## src/rtl/ise_pkg.sv

```systemverilog
// Package with register map, field positions and reset values of the interval/event timer.
package ise_pkg;
   // Register byte offsets on the plain register port.
   localparam logic [7:0] ISE_OFS_MODE = 8'h00;
   localparam logic [7:0] ISE_OFS_PRESCALE = 8'h04;
   localparam logic [7:0] ISE_OFS_CMP_A = 8'h08;
   localparam logic [7:0] ISE_OFS_CMP_B = 8'h0C;
   localparam logic [7:0] ISE_OFS_OUT_CTL = 8'h10;
   localparam logic [7:0] ISE_OFS_COUNT = 8'h14;
   // Field positions.
   localparam int ISE_MODE_LO_BIT = 2;
   localparam int ISE_OUT_EN_BIT = 0;
   localparam int ISE_INV_A_BIT = 1;
   localparam int ISE_INV_B_BIT = 4;
   // Encodings of the mode and prescaler select fields.
   localparam logic [1:0] ISE_MODE_CLR_ON_MATCH = 2'h3;
   localparam logic [1:0] ISE_PRESCALE_EVENT = 2'h3;
   // Values after reset.
   localparam logic [1:0] ISE_MODE_RST = 2'h0;
   localparam logic [1:0] ISE_PRESCALE_RST = 2'h0;
   localparam logic [15:0] ISE_CMP_RST = 16'hFFFF;
   localparam logic [7:0] ISE_OUT_CTL_RST = 8'h00;
   localparam logic [15:0] ISE_COUNT_RST = 16'h0000;
endpackage

```

## src/rtl/ise_edge_filter.sv

```systemverilog
// Synchroniser and two-sample noise filter for the event input pin.
`timescale 1ns/1ps
module ise_edge_filter (
   input wire logic clk,
   input wire logic rst,
   input wire logic pin_in,
   output logic rise_ff
);
   logic sync1_ff; // First stage, read only by the second stage.
   logic sync2_ff; // Second stage, safe to use.
   logic prev_ff; // Previous safe sample.
   logic level_ff; // Filtered level.

   // Two flip-flops bring the pin into the clock domain.
   always_ff @(posedge clk) begin
      if (rst) begin
         sync1_ff <= 1'b0;
         sync2_ff <= 1'b0;
         prev_ff <= 1'b0;
      end else begin
         sync1_ff <= pin_in;
         sync2_ff <= sync1_ff;
         prev_ff <= sync2_ff;
      end
   end

   // A new level is accepted only after two equal samples in a row, so a
   // one-sample glitch never reaches the counter.
   always_ff @(posedge clk) begin
      if (rst) begin
         level_ff <= 1'b0;
         rise_ff <= 1'b0;
      end else begin
         rise_ff <= 1'b0;
         if (sync2_ff == prev_ff && sync2_ff != level_ff) begin
            level_ff <= sync2_ff;
            rise_ff <= sync2_ff;
         end
      end
   end
endmodule

```

## src/rtl/ise_timer.sv

```systemverilog
// Sixteen-bit clear-on-compare timer with square-wave output and event counting.
`timescale 1ns/1ps

////////////////////////////////////////////////////////////////////////////////
module ise_timer (
   input wire logic clk,
   input wire logic rst,
   input wire logic [7:0] addr,
   input wire logic [31:0] wdata,
   input wire logic wr_en,
   input wire logic rd_en,
   output logic [31:0] rdata_ff,
   input wire logic count_tick,
   input wire logic event_in_pin,
   output logic timer_out_pin_ff,
   output logic match_a_irq_ff,
   output logic match_b_irq_ff
);
   import ise_pkg::*;

   ////////////////////////////////////////////////////////////////////////////
   // Registers and internal signals.
   logic [1:0] mode_ff; // Mode select field, hi and lo bits.
   logic [1:0] prescale_ff; // Count clock select field.
   logic [15:0] compare_a_ff; // First compare value.
   logic [15:0] compare_b_ff; // Second compare value.
   logic [7:0] out_ctl_ff; // Timer output control.
   logic [15:0] count_ff; // Running count value.
   logic run_ff; // Set once the first tick after start is absorbed.
   logic level_ff; // Internal square-wave level.
   logic event_rise; // Filtered valid edge of the event pin.
   logic tick; // Selected count clock enable.
   logic active; // Mode selects clear-on-compare operation.
   logic hit_a; // Counting tick while count equals compare A.
   logic hit_b; // Counting tick while count equals compare B.
   logic toggle; // Output level must flip.

   // Width-safe increment, shared by the counter and its check.
   function automatic logic [15:0] inc16(input logic [15:0] v);
      inc16 = v + 16'h0001;
   endfunction

   // Compare decode shared by both compare registers.
   function automatic logic match_now(input logic go, input logic [15:0] cnt,
      input logic [15:0] cmp);
      match_now = go && (cnt == cmp);
   endfunction

   ////////////////////////////////////////////////////////////////////////////
   // Event pin conditioning.
   ise_edge_filter i_ise_edge_filter (
      .clk(clk),
      .rst(rst),
      .pin_in(event_in_pin),
      .rise_ff(event_rise)
   );

   // The event pin replaces the prescaler tick when selected.
   // Only a rising edge counts; a falling edge is never an event here.
   always_comb begin
      if (prescale_ff == ISE_PRESCALE_EVENT) begin
         tick = event_rise;
      end else begin
         tick = count_tick;
      end
   end

   // Match decode only counts on a tick of a running counter.
   always_comb begin
      active = (mode_ff == ISE_MODE_CLR_ON_MATCH);
      hit_a = match_now(active && run_ff && tick, count_ff, compare_a_ff);
      hit_b = match_now(active && run_ff && tick, count_ff, compare_b_ff);
      toggle = (hit_a && out_ctl_ff[ISE_INV_A_BIT]) || (hit_b && out_ctl_ff[ISE_INV_B_BIT]);
   end

   ////////////////////////////////////////////////////////////////////////////
   // Register writes.
   always_ff @(posedge clk) begin
      if (rst) begin
         mode_ff <= ISE_MODE_RST;
         prescale_ff <= ISE_PRESCALE_RST;
         compare_a_ff <= ISE_CMP_RST;
         compare_b_ff <= ISE_CMP_RST;
         out_ctl_ff <= ISE_OUT_CTL_RST;
      end else if (wr_en) begin
         case (addr)
            ISE_OFS_MODE: begin
               mode_ff <= wdata[ISE_MODE_LO_BIT +: 2];
            end
            ISE_OFS_PRESCALE: begin
               prescale_ff <= wdata[1:0];
            end
            ISE_OFS_CMP_A: begin
               // Zero is forbidden here; hardware does not guard it.
               compare_a_ff <= wdata[15:0];
            end
            ISE_OFS_CMP_B: begin
               compare_b_ff <= wdata[15:0];
            end
            ISE_OFS_OUT_CTL: begin
               out_ctl_ff <= wdata[7:0];
            end
            default: begin
               // Unmapped and read-only offsets ignore writes.
            end
         endcase
      end
   end

   // Register reads, answered one cycle after the strobe.
   always_ff @(posedge clk) begin
      if (rst) begin
         rdata_ff <= 32'h0000_0000;
      end else begin
         rdata_ff <= 32'h0000_0000;
         if (rd_en) begin
            case (addr)
               ISE_OFS_MODE: rdata_ff <= {28'h0, mode_ff, 2'h0};
               ISE_OFS_PRESCALE: rdata_ff <= {30'h0, prescale_ff};
               ISE_OFS_CMP_A: rdata_ff <= {16'h0, compare_a_ff};
               ISE_OFS_CMP_B: rdata_ff <= {16'h0, compare_b_ff};
               ISE_OFS_OUT_CTL: rdata_ff <= {24'h0, out_ctl_ff};
               ISE_OFS_COUNT: rdata_ff <= {16'h0, count_ff};
               default: rdata_ff <= 32'h0000_0000;
            endcase
         end
      end
   end

   ////////////////////////////////////////////////////////////////////////////
   // Counter. The first tick after the mode is entered only synchronises the
   // start, which is why the first event match needs one extra edge.
   always_ff @(posedge clk) begin
      if (rst) begin
         count_ff <= ISE_COUNT_RST;
         run_ff <= 1'b0;
      end else if (!active) begin
         count_ff <= ISE_COUNT_RST;
         run_ff <= 1'b0;
      end else if (tick) begin
         if (!run_ff) begin
            run_ff <= 1'b1;
         end else if (hit_a) begin
            count_ff <= ISE_COUNT_RST;
         end else begin
            count_ff <= inc16(count_ff);
         end
      end
   end

   // Match pulses, one cycle each.
   // The pulses are raw; masking an unused B pulse is left to software.
   always_ff @(posedge clk) begin
      if (rst) begin
         match_a_irq_ff <= 1'b0;
         match_b_irq_ff <= 1'b0;
      end else begin
         match_a_irq_ff <= hit_a;
         match_b_irq_ff <= hit_b;
      end
   end

   // Output level flips on selected matches; the pin shows it only while
   // the output is enabled, so disabling it parks the pin low.
   always_ff @(posedge clk) begin
      if (rst) begin
         level_ff <= 1'b0;
         timer_out_pin_ff <= 1'b0;
      end else begin
         if (toggle) begin
            level_ff <= ~level_ff;
         end
         timer_out_pin_ff <= out_ctl_ff[ISE_OUT_EN_BIT] && (toggle ? ~level_ff : level_ff);
      end
   end
endmodule

```

## config.mk

```make
export PLATFORM = sky130hd
export DESIGN_NAME = ise_timer
export DESIGN_NICKNAME = d
export VERILOG_FILES = /design/src/rtl/ise_pkg.sv /design/src/rtl/ise_edge_filter.sv /design/src/rtl/ise_timer.sv
export SDC_FILE = /design/constraint.sdc
export NUM_CORES = 1
export LEC_CHECK = 0
export BUFFER_PORTS_ARGS = -buffer_cell sky130_fd_sc_hd__buf_2
export CELL_PAD_IN_SITES_DETAIL_PLACEMENT = 2
export CELL_PAD_IN_SITES_GLOBAL_PLACEMENT = 2
export CORE_UTILIZATION = 35
export DETAILED_ROUTE_END_ITERATION = 7
export MAX_ROUTING_LAYER = met4
export PLACE_DENSITY = 0.91
export SLEW_MARGIN = 20
export SYNTH_ARGS = -nofsm -noshare
export SYNTH_HDL_FRONTEND = slang
export SYNTH_SLANG_ARGS = --single-unit
export TNS_END_PERCENT = 10
```

## constraint.sdc

```tcl
create_clock -name clk -period 5.1 [get_ports clk]
set_clock_uncertainty 0.2 [all_clocks]
set_input_delay 0.51 -clock clk [delete_from_list [all_inputs] [get_ports clk]]
set_output_delay 0.51 -clock clk [all_outputs]
set_load 0.005 [all_outputs]
```

* After elaboration in Yosys (flattened, before gate mapping)
Cells that the tools add are included.
Storage, ports and cells: flip-flop bits (word level) 102, bits of input ports 46, output and inout port bits 35, logic and storage cells 56
Cells by class: $add $sub $neg 1, equal/unequal tests 11, muxes and demuxes 4, bitwise gates (word level) 4, reductions and logical operators 19
Operators by type and width (number):
- $pmux W16 S6 | 1
- $eq A16 B16 Y1 | 2
- $add A16 B1 Y16 const B | 1
- $eq A8 B4 Y1 const B | 2
- $eq A8 B5 Y1 const B | 2
- $mux W16 | 1
- $reduce_and A2 Y1 | 6
- $eq A8 B3 Y1 const B | 1
- $logic_and A1 B1 Y1 | 8
- $logic_not A8 Y1 | 1
- $reduce_or A2 Y1 | 3
- $eq A2 B2 Y1 const B | 2
- $not A1 Y1 | 4
- $mux W1 | 2
- $eq A1 B1 Y1 | 1
- $logic_or A1 B1 Y1 | 1
- $ne A1 B1 Y1 | 1

* Longest topological paths before layout
word-level depth 8, depth in mapped cells 8, depth with buffers taken out 5

* Modules after synthesis
From an unflattened synthesis, not the netlist that was laid out.
Second synthesis, totals: cell total of the unflattened synthesis 468, area total of the unflattened synthesis 4051.4 µm²
Modules (own cells, without submodules):
- ise_timer | times used 1, cells each 456, area an instance 3901.2 µm², sequential area each 1621.6 µm²
- ise_edge_filter | times used 1, cells each 12, area an instance 150.1 µm², sequential area each 100.1 µm²

* Worst setup path after synthesis
No wires, ideal clock.
path type input -> register, start point input addr[7], end point register compare_a_ff[10], library setup time 0.122 ns, data arrival time 2.106 ns, data required time 4.778 ns, setup slack 2.671 ns, stages on the path 7, buffers on the path 2, cell sequence or4_1 buf_2 nor4b_4 nand2_1 buf_2 nand2_1 nand3b_1
Between the ends: cells in the longest elaborated chain, start to end 2
RTL lines:
- start, declared | line ise_timer.sv:8 | input wire logic [7:0] addr,
- $eq A8 B4 Y1 | line ise_timer.sv:86 | case (addr)
- $reduce_and A2 Y1 (no source line)
- end signal, assigned | line ise_timer.sv:95 | compare_a_ff <= wdata[15:0];
- end, declared | line ise_timer.sv:25 | logic [15:0] compare_a_ff;
No other way between the ends. A chain may end at the register's enable or synchronous reset.

* Worst setup path after layout
start point input addr[7], end point register compare_b_ff[11]
Between the ends: cells in the longest elaborated chain, start to end 2
RTL lines:
- $eq A8 B4 Y1 | line ise_timer.sv:86
- $reduce_and A2 Y1 (no source line)
- end signal, assigned | line ise_timer.sv:98 | compare_b_ff <= wdata[15:0];
- end, declared | line ise_timer.sv:26 | logic [15:0] compare_b_ff;
No other way between the ends.

==> results.md <==
Die:
- 81 I/O pins were placed.
- The floorplan die area is 12000 µm².
- The area of the core is 11100 µm².
- The die boundary width is 110 µm.
- The number of rows created at floorplan is 38.
- In this run the vertical extent of the chip is 110 µm.
- The initial utilization of the core area, before any placement, comes to 0.366.

Worst setup path:
- Of all nets on the critical path, the largest fanout is 16.
- The setup slack of the worst register-to-register path is 2420 ps.
- Counting cells, the worst reg-to-reg path comes to 5.
- The classification of the worst setup path is input pin to flop.
- The endpoint identified for the worst register-to-register timing path is timer_out_pin_ff$_SDFF_PP0_.
- The worst setup path is captured at a flop.
- STA puts the critical path data required time at 5110 ps.
- The reg-to-reg startpoint is prescale_ff[1]$_SDFFE_PP0P_.
- The arrival time at the worst endpoint is 3130 ps.
- The worst setup path is launched from an input pin.

Detailed routing:
- The routed layout has 3678 vias.
- After detailed routing, the average wire length per cell comes to 23.1 µm.
- The initial detailed-routing violation count is 230.
- The remaining antenna violation count after routing is 0.
- The average via count per standard cell is 5.70.
- The detailed-route DRC error count is 0.
- The overall routed net length is 14.9 mm.
- The first detailed-routing pass took 5 iterations.

Pwr:
- The overall power after layout is 1.39 mW.
- The worst supply voltage drop on vdd is 0.000194 V.
- The total power per unit cell area is 305 nW/µm².
- Summed over all cells, the static leakage comes to 1.74 nW.

Global route:
- The largest net degree at the start of global routing is 56.
- The initial antenna violation count is 0.
- In the global route stage, overall resource usage came out at 0.275.
- The number of global-route vias before repair is 4210.
- After global routing the overflow that remains totals 0.
- The first global-routing pass estimated 23.2 mm of wire.

Min path:
- The endpoint of the worst hold path is i_ise_edge_filter.sync1_ff$_SDFF_PP0_.
- The cell depth of the worst min-delay path is 2.
- The worst hold path belongs to the class input pin to flop.
- The worst hold path begins at event_in_pin.

Clocking:
- The count of hold buffers inserted by post-cts repair is 0.
- The tree is rooted in a sky130_fd_sc_hd__clkbuf_16.
- The clock tree synthesis step divided the H-tree into 3 levels.
- For this design, the sink count on the clock tree is 86.
- Buffers inserted during clock tree synthesis total 9.
- Counting along the longest clock path gives a buffer depth of 2.
- Clock latency on the worst-skew pair, taken at its later pin, is 350 ps.
- Clock-pin slew was measured on the worst setup and hold paths at 60 ps.
- The post-CTS setup buffer count is 0.
- The number of resized instances in the post-cts repair step is 0.
- The CTS tree is built.

Flow run:
- Across the run, the number of max-cap violations was 0.

Place:
- The total of buffers placed on input and output ports is 48.
- The final weighted congestion of routability-driven global placement is 0.853.
- Detailed placement finished with a half-perimeter wire length of 9.40 mm.

Run status:
- The flow ran to the end, and the final reports show no timing, DRC or antenna violations.

Logic synthesis:
- The synthesized design contains 0 enable-type register cells.
- The share of flip-flops with an asynchronous set or reset is 0.
- The total number of yosys warnings is 0.
- The distinct cell type count of the synthesized netlist is 43.
- The most used flip-flop cell after synthesis is sky130_fd_sc_hd__dfxtp_1.
- The count of state elements after synthesis is 86.
- The mean cell area of the mapped netlist is 8.59 µm².
- The mapped netlist covers 4050 µm².
- The gate count of the mapped netlist is 472.
- The portion of the post-synthesis area used by sequential elements is 0.425.

Timing:
- In this run the tightest slew margin relative to its limit is 0.251.
- The number of hold-slack violations in the final timing report was 0.
- The setup-violating endpoint count in the final report is 0.
- The count of final max-slew check failures is 0.
- Setup repair after global routing left no endpoint under its margin.
- Of the available clock period, the critical path in the final layout requires 0.611.
- Setup total negative slack on the finished layout was measured at 0 ps.
- The timing-limited maximum frequency is 321 MHz.
- At the pin with the least slew margin, the transition time is 1110 ps.
- For the finished layout, the period the worst path requires is 3120 ps.

Finish:
- For this run, the post-layout net count is 547.
- From synthesis to final layout, the design area changed by 12.8%.
- 0 antenna diodes ended up in the layout.
- The ratio of cells with drive above 1 in the final layout is 0.149.
- The post-route core utilization is 0.413.
report_power, final:
group          leakage [nW]  switching [mW]  total, mW  internal, mW
Clock                 0.148           0.285      0.676         0.391
Sequential            0.694         0.00133      0.674         0.673
Combinational         0.902          0.0264     0.0433        0.0169
layer usage:
metal,global-route usage,wire [µm],vias to the layer above
met5,-,0,-
li1,-,-,1640
met1,0.304,6100,1878
met2,0.472,7710,125
met4,0.133,481,0
met3,0.0557,596,35
registers in the layout, summed over array words and instances, names as in the netlist, 2 cells and up:
signal        count
prescale_ff       2
count_ff         16
out_ctl_ff        8
mode_ff           2
compare_a_ff     16
rdata_ff         16
compare_b_ff     16
cell type report:
| type | instances | area, µm² |
|---|---|---|
| Fill cell | 1218 | 6510 |
| Multi-Input combinational cell | 348 | 2090 |
| Sequential cell | 86 | 1720 |
| Timing Repair Buffer | 52 | 270 |
| Clock buffer | 10 | 239 |
| Tap cell | 140 | 175 |
| Clock inverter | 6 | 61.3 |
| Inverter | 3 | 11.3 |
worst max-delay path by stage:
stage	cells after the start	slack, ps	endpoint	from
3_5_place_dp	6	1730	compare_b_ff[11]$_SDFFE_PP1P_	addr[7]
4_1_cts	6	2020	compare_b_ff[11]$_SDFFE_PP1P_	addr[7]
2_1_floorplan	7	2670	compare_a_ff[10]$_SDFFE_PP1P_	addr[7]
3_3_place_gp	7	1900	compare_b_ff[11]$_SDFFE_PP1P_	addr[7]
5_1_grt	6	1980	compare_b_ff[11]$_SDFFE_PP1P_	addr[7]
6_report	6	1980	compare_b_ff[11]$_SDFFE_PP1P_	addr[7]
through the flow:
step / setup WS [ps] / cells / cell area, µm² / hold WS (ps)
finish: 1980 / 645 / 4570 / 178
global route: 1980 / 645 / 4570 / 211
CTS: 2020 / 645 / 4570 / 178
detailed placement: 1730 / 629 / 4270 / 248
global placement: 1900 / 629 / 4270 / 230
floorplan: 2670 / 487 / 4110 / 214
critical path, stage by stage:
cell and delay (ps):
sky130_fd_sc_hd__buf_2 100, sky130_fd_sc_hd__or4_1 700, sky130_fd_sc_hd__nor4b_4 710, sky130_fd_sc_hd__nand2_1 680, sky130_fd_sc_hd__nand2_1 280, sky130_fd_sc_hd__nand3b_1 140
kinds of logic (layout without fill, tap and decap cells):
logic type               count (synthesis)  in the layout  synth area share
AO/OA/AOI/OAI                           48             48            0.0883
XOR/XNOR                                46             46            0.0994
adder cells (fa/ha/maj)                  1              1           0.00309
buffers and inverters                   53             71            0.0728
flip-flops                              86             86             0.425
multiplexers                            10             10            0.0253
other                                    1             16          0.000925
AND/OR/NAND/NOR                        227            227             0.285
cell usage in the layout (no fill, tap or decap), types with 2 or more instances in the layout:
cell / instances
sky130_fd_sc_hd__nand2_1: 93
sky130_fd_sc_hd__dfxtp_1: 86
sky130_fd_sc_hd__buf_2: 48
sky130_fd_sc_hd__xnor2_1: 41
sky130_fd_sc_hd__nor2_1: 41
sky130_fd_sc_hd__nand3b_1: 33
sky130_fd_sc_hd__conb_1: 16
sky130_fd_sc_hd__nand4_1: 15
sky130_fd_sc_hd__a21oi_1: 12
sky130_fd_sc_hd__a222oi_1: 12
sky130_fd_sc_hd__nand3_1: 11
sky130_fd_sc_hd__clkbuf_16: 9
sky130_fd_sc_hd__a22oi_1: 8
sky130_fd_sc_hd__mux2i_1: 8
sky130_fd_sc_hd__nor3_1: 6
sky130_fd_sc_hd__and3_1: 5
sky130_fd_sc_hd__xor2_1: 5
sky130_fd_sc_hd__nor4_1: 5
sky130_fd_sc_hd__a31oi_1: 5
sky130_fd_sc_hd__nor2b_1: 4
sky130_fd_sc_hd__buf_4: 4
sky130_fd_sc_hd__inv_1: 3
sky130_fd_sc_hd__o21ai_0: 3
sky130_fd_sc_hd__clkinv_2: 3
sky130_fd_sc_hd__or4_1: 2
sky130_fd_sc_hd__o211ai_1: 2
sky130_fd_sc_hd__nor4b_4: 2
sky130_fd_sc_hd__and2_0: 2
sky130_fd_sc_hd__and3b_1: 2
sky130_fd_sc_hd__mux2_2: 2
synthesized netlist by cell type (all sizes together), types with 2 or more instances:
library cell   n  area (µm²)
nor2b          4        25.0
a21oi         12        60.1
a222oi        12         120
buf           29         205
nor4b          2        47.6
and3b          2        17.5
a22oi          8        60.1
nor3           6        30.0
a31oi          5        31.3
nand2         93         349
dfxtp         86        1720
nand4         15        93.8
o211ai         2        15.0
and2           2        12.5
nand3         11        55.1
inv            3        11.3
and3           5        31.3
or4            2        15.0
o21ai          3        15.0
nor4           5        31.3
xnor2         41         359
xor2           5        43.8
mux2i          8        80.1
nor2          41         154
clkbuf        21        78.8
nand3b        33         248
mux2           2        22.5
Note: power is estimated with default switching activity, not from simulation.
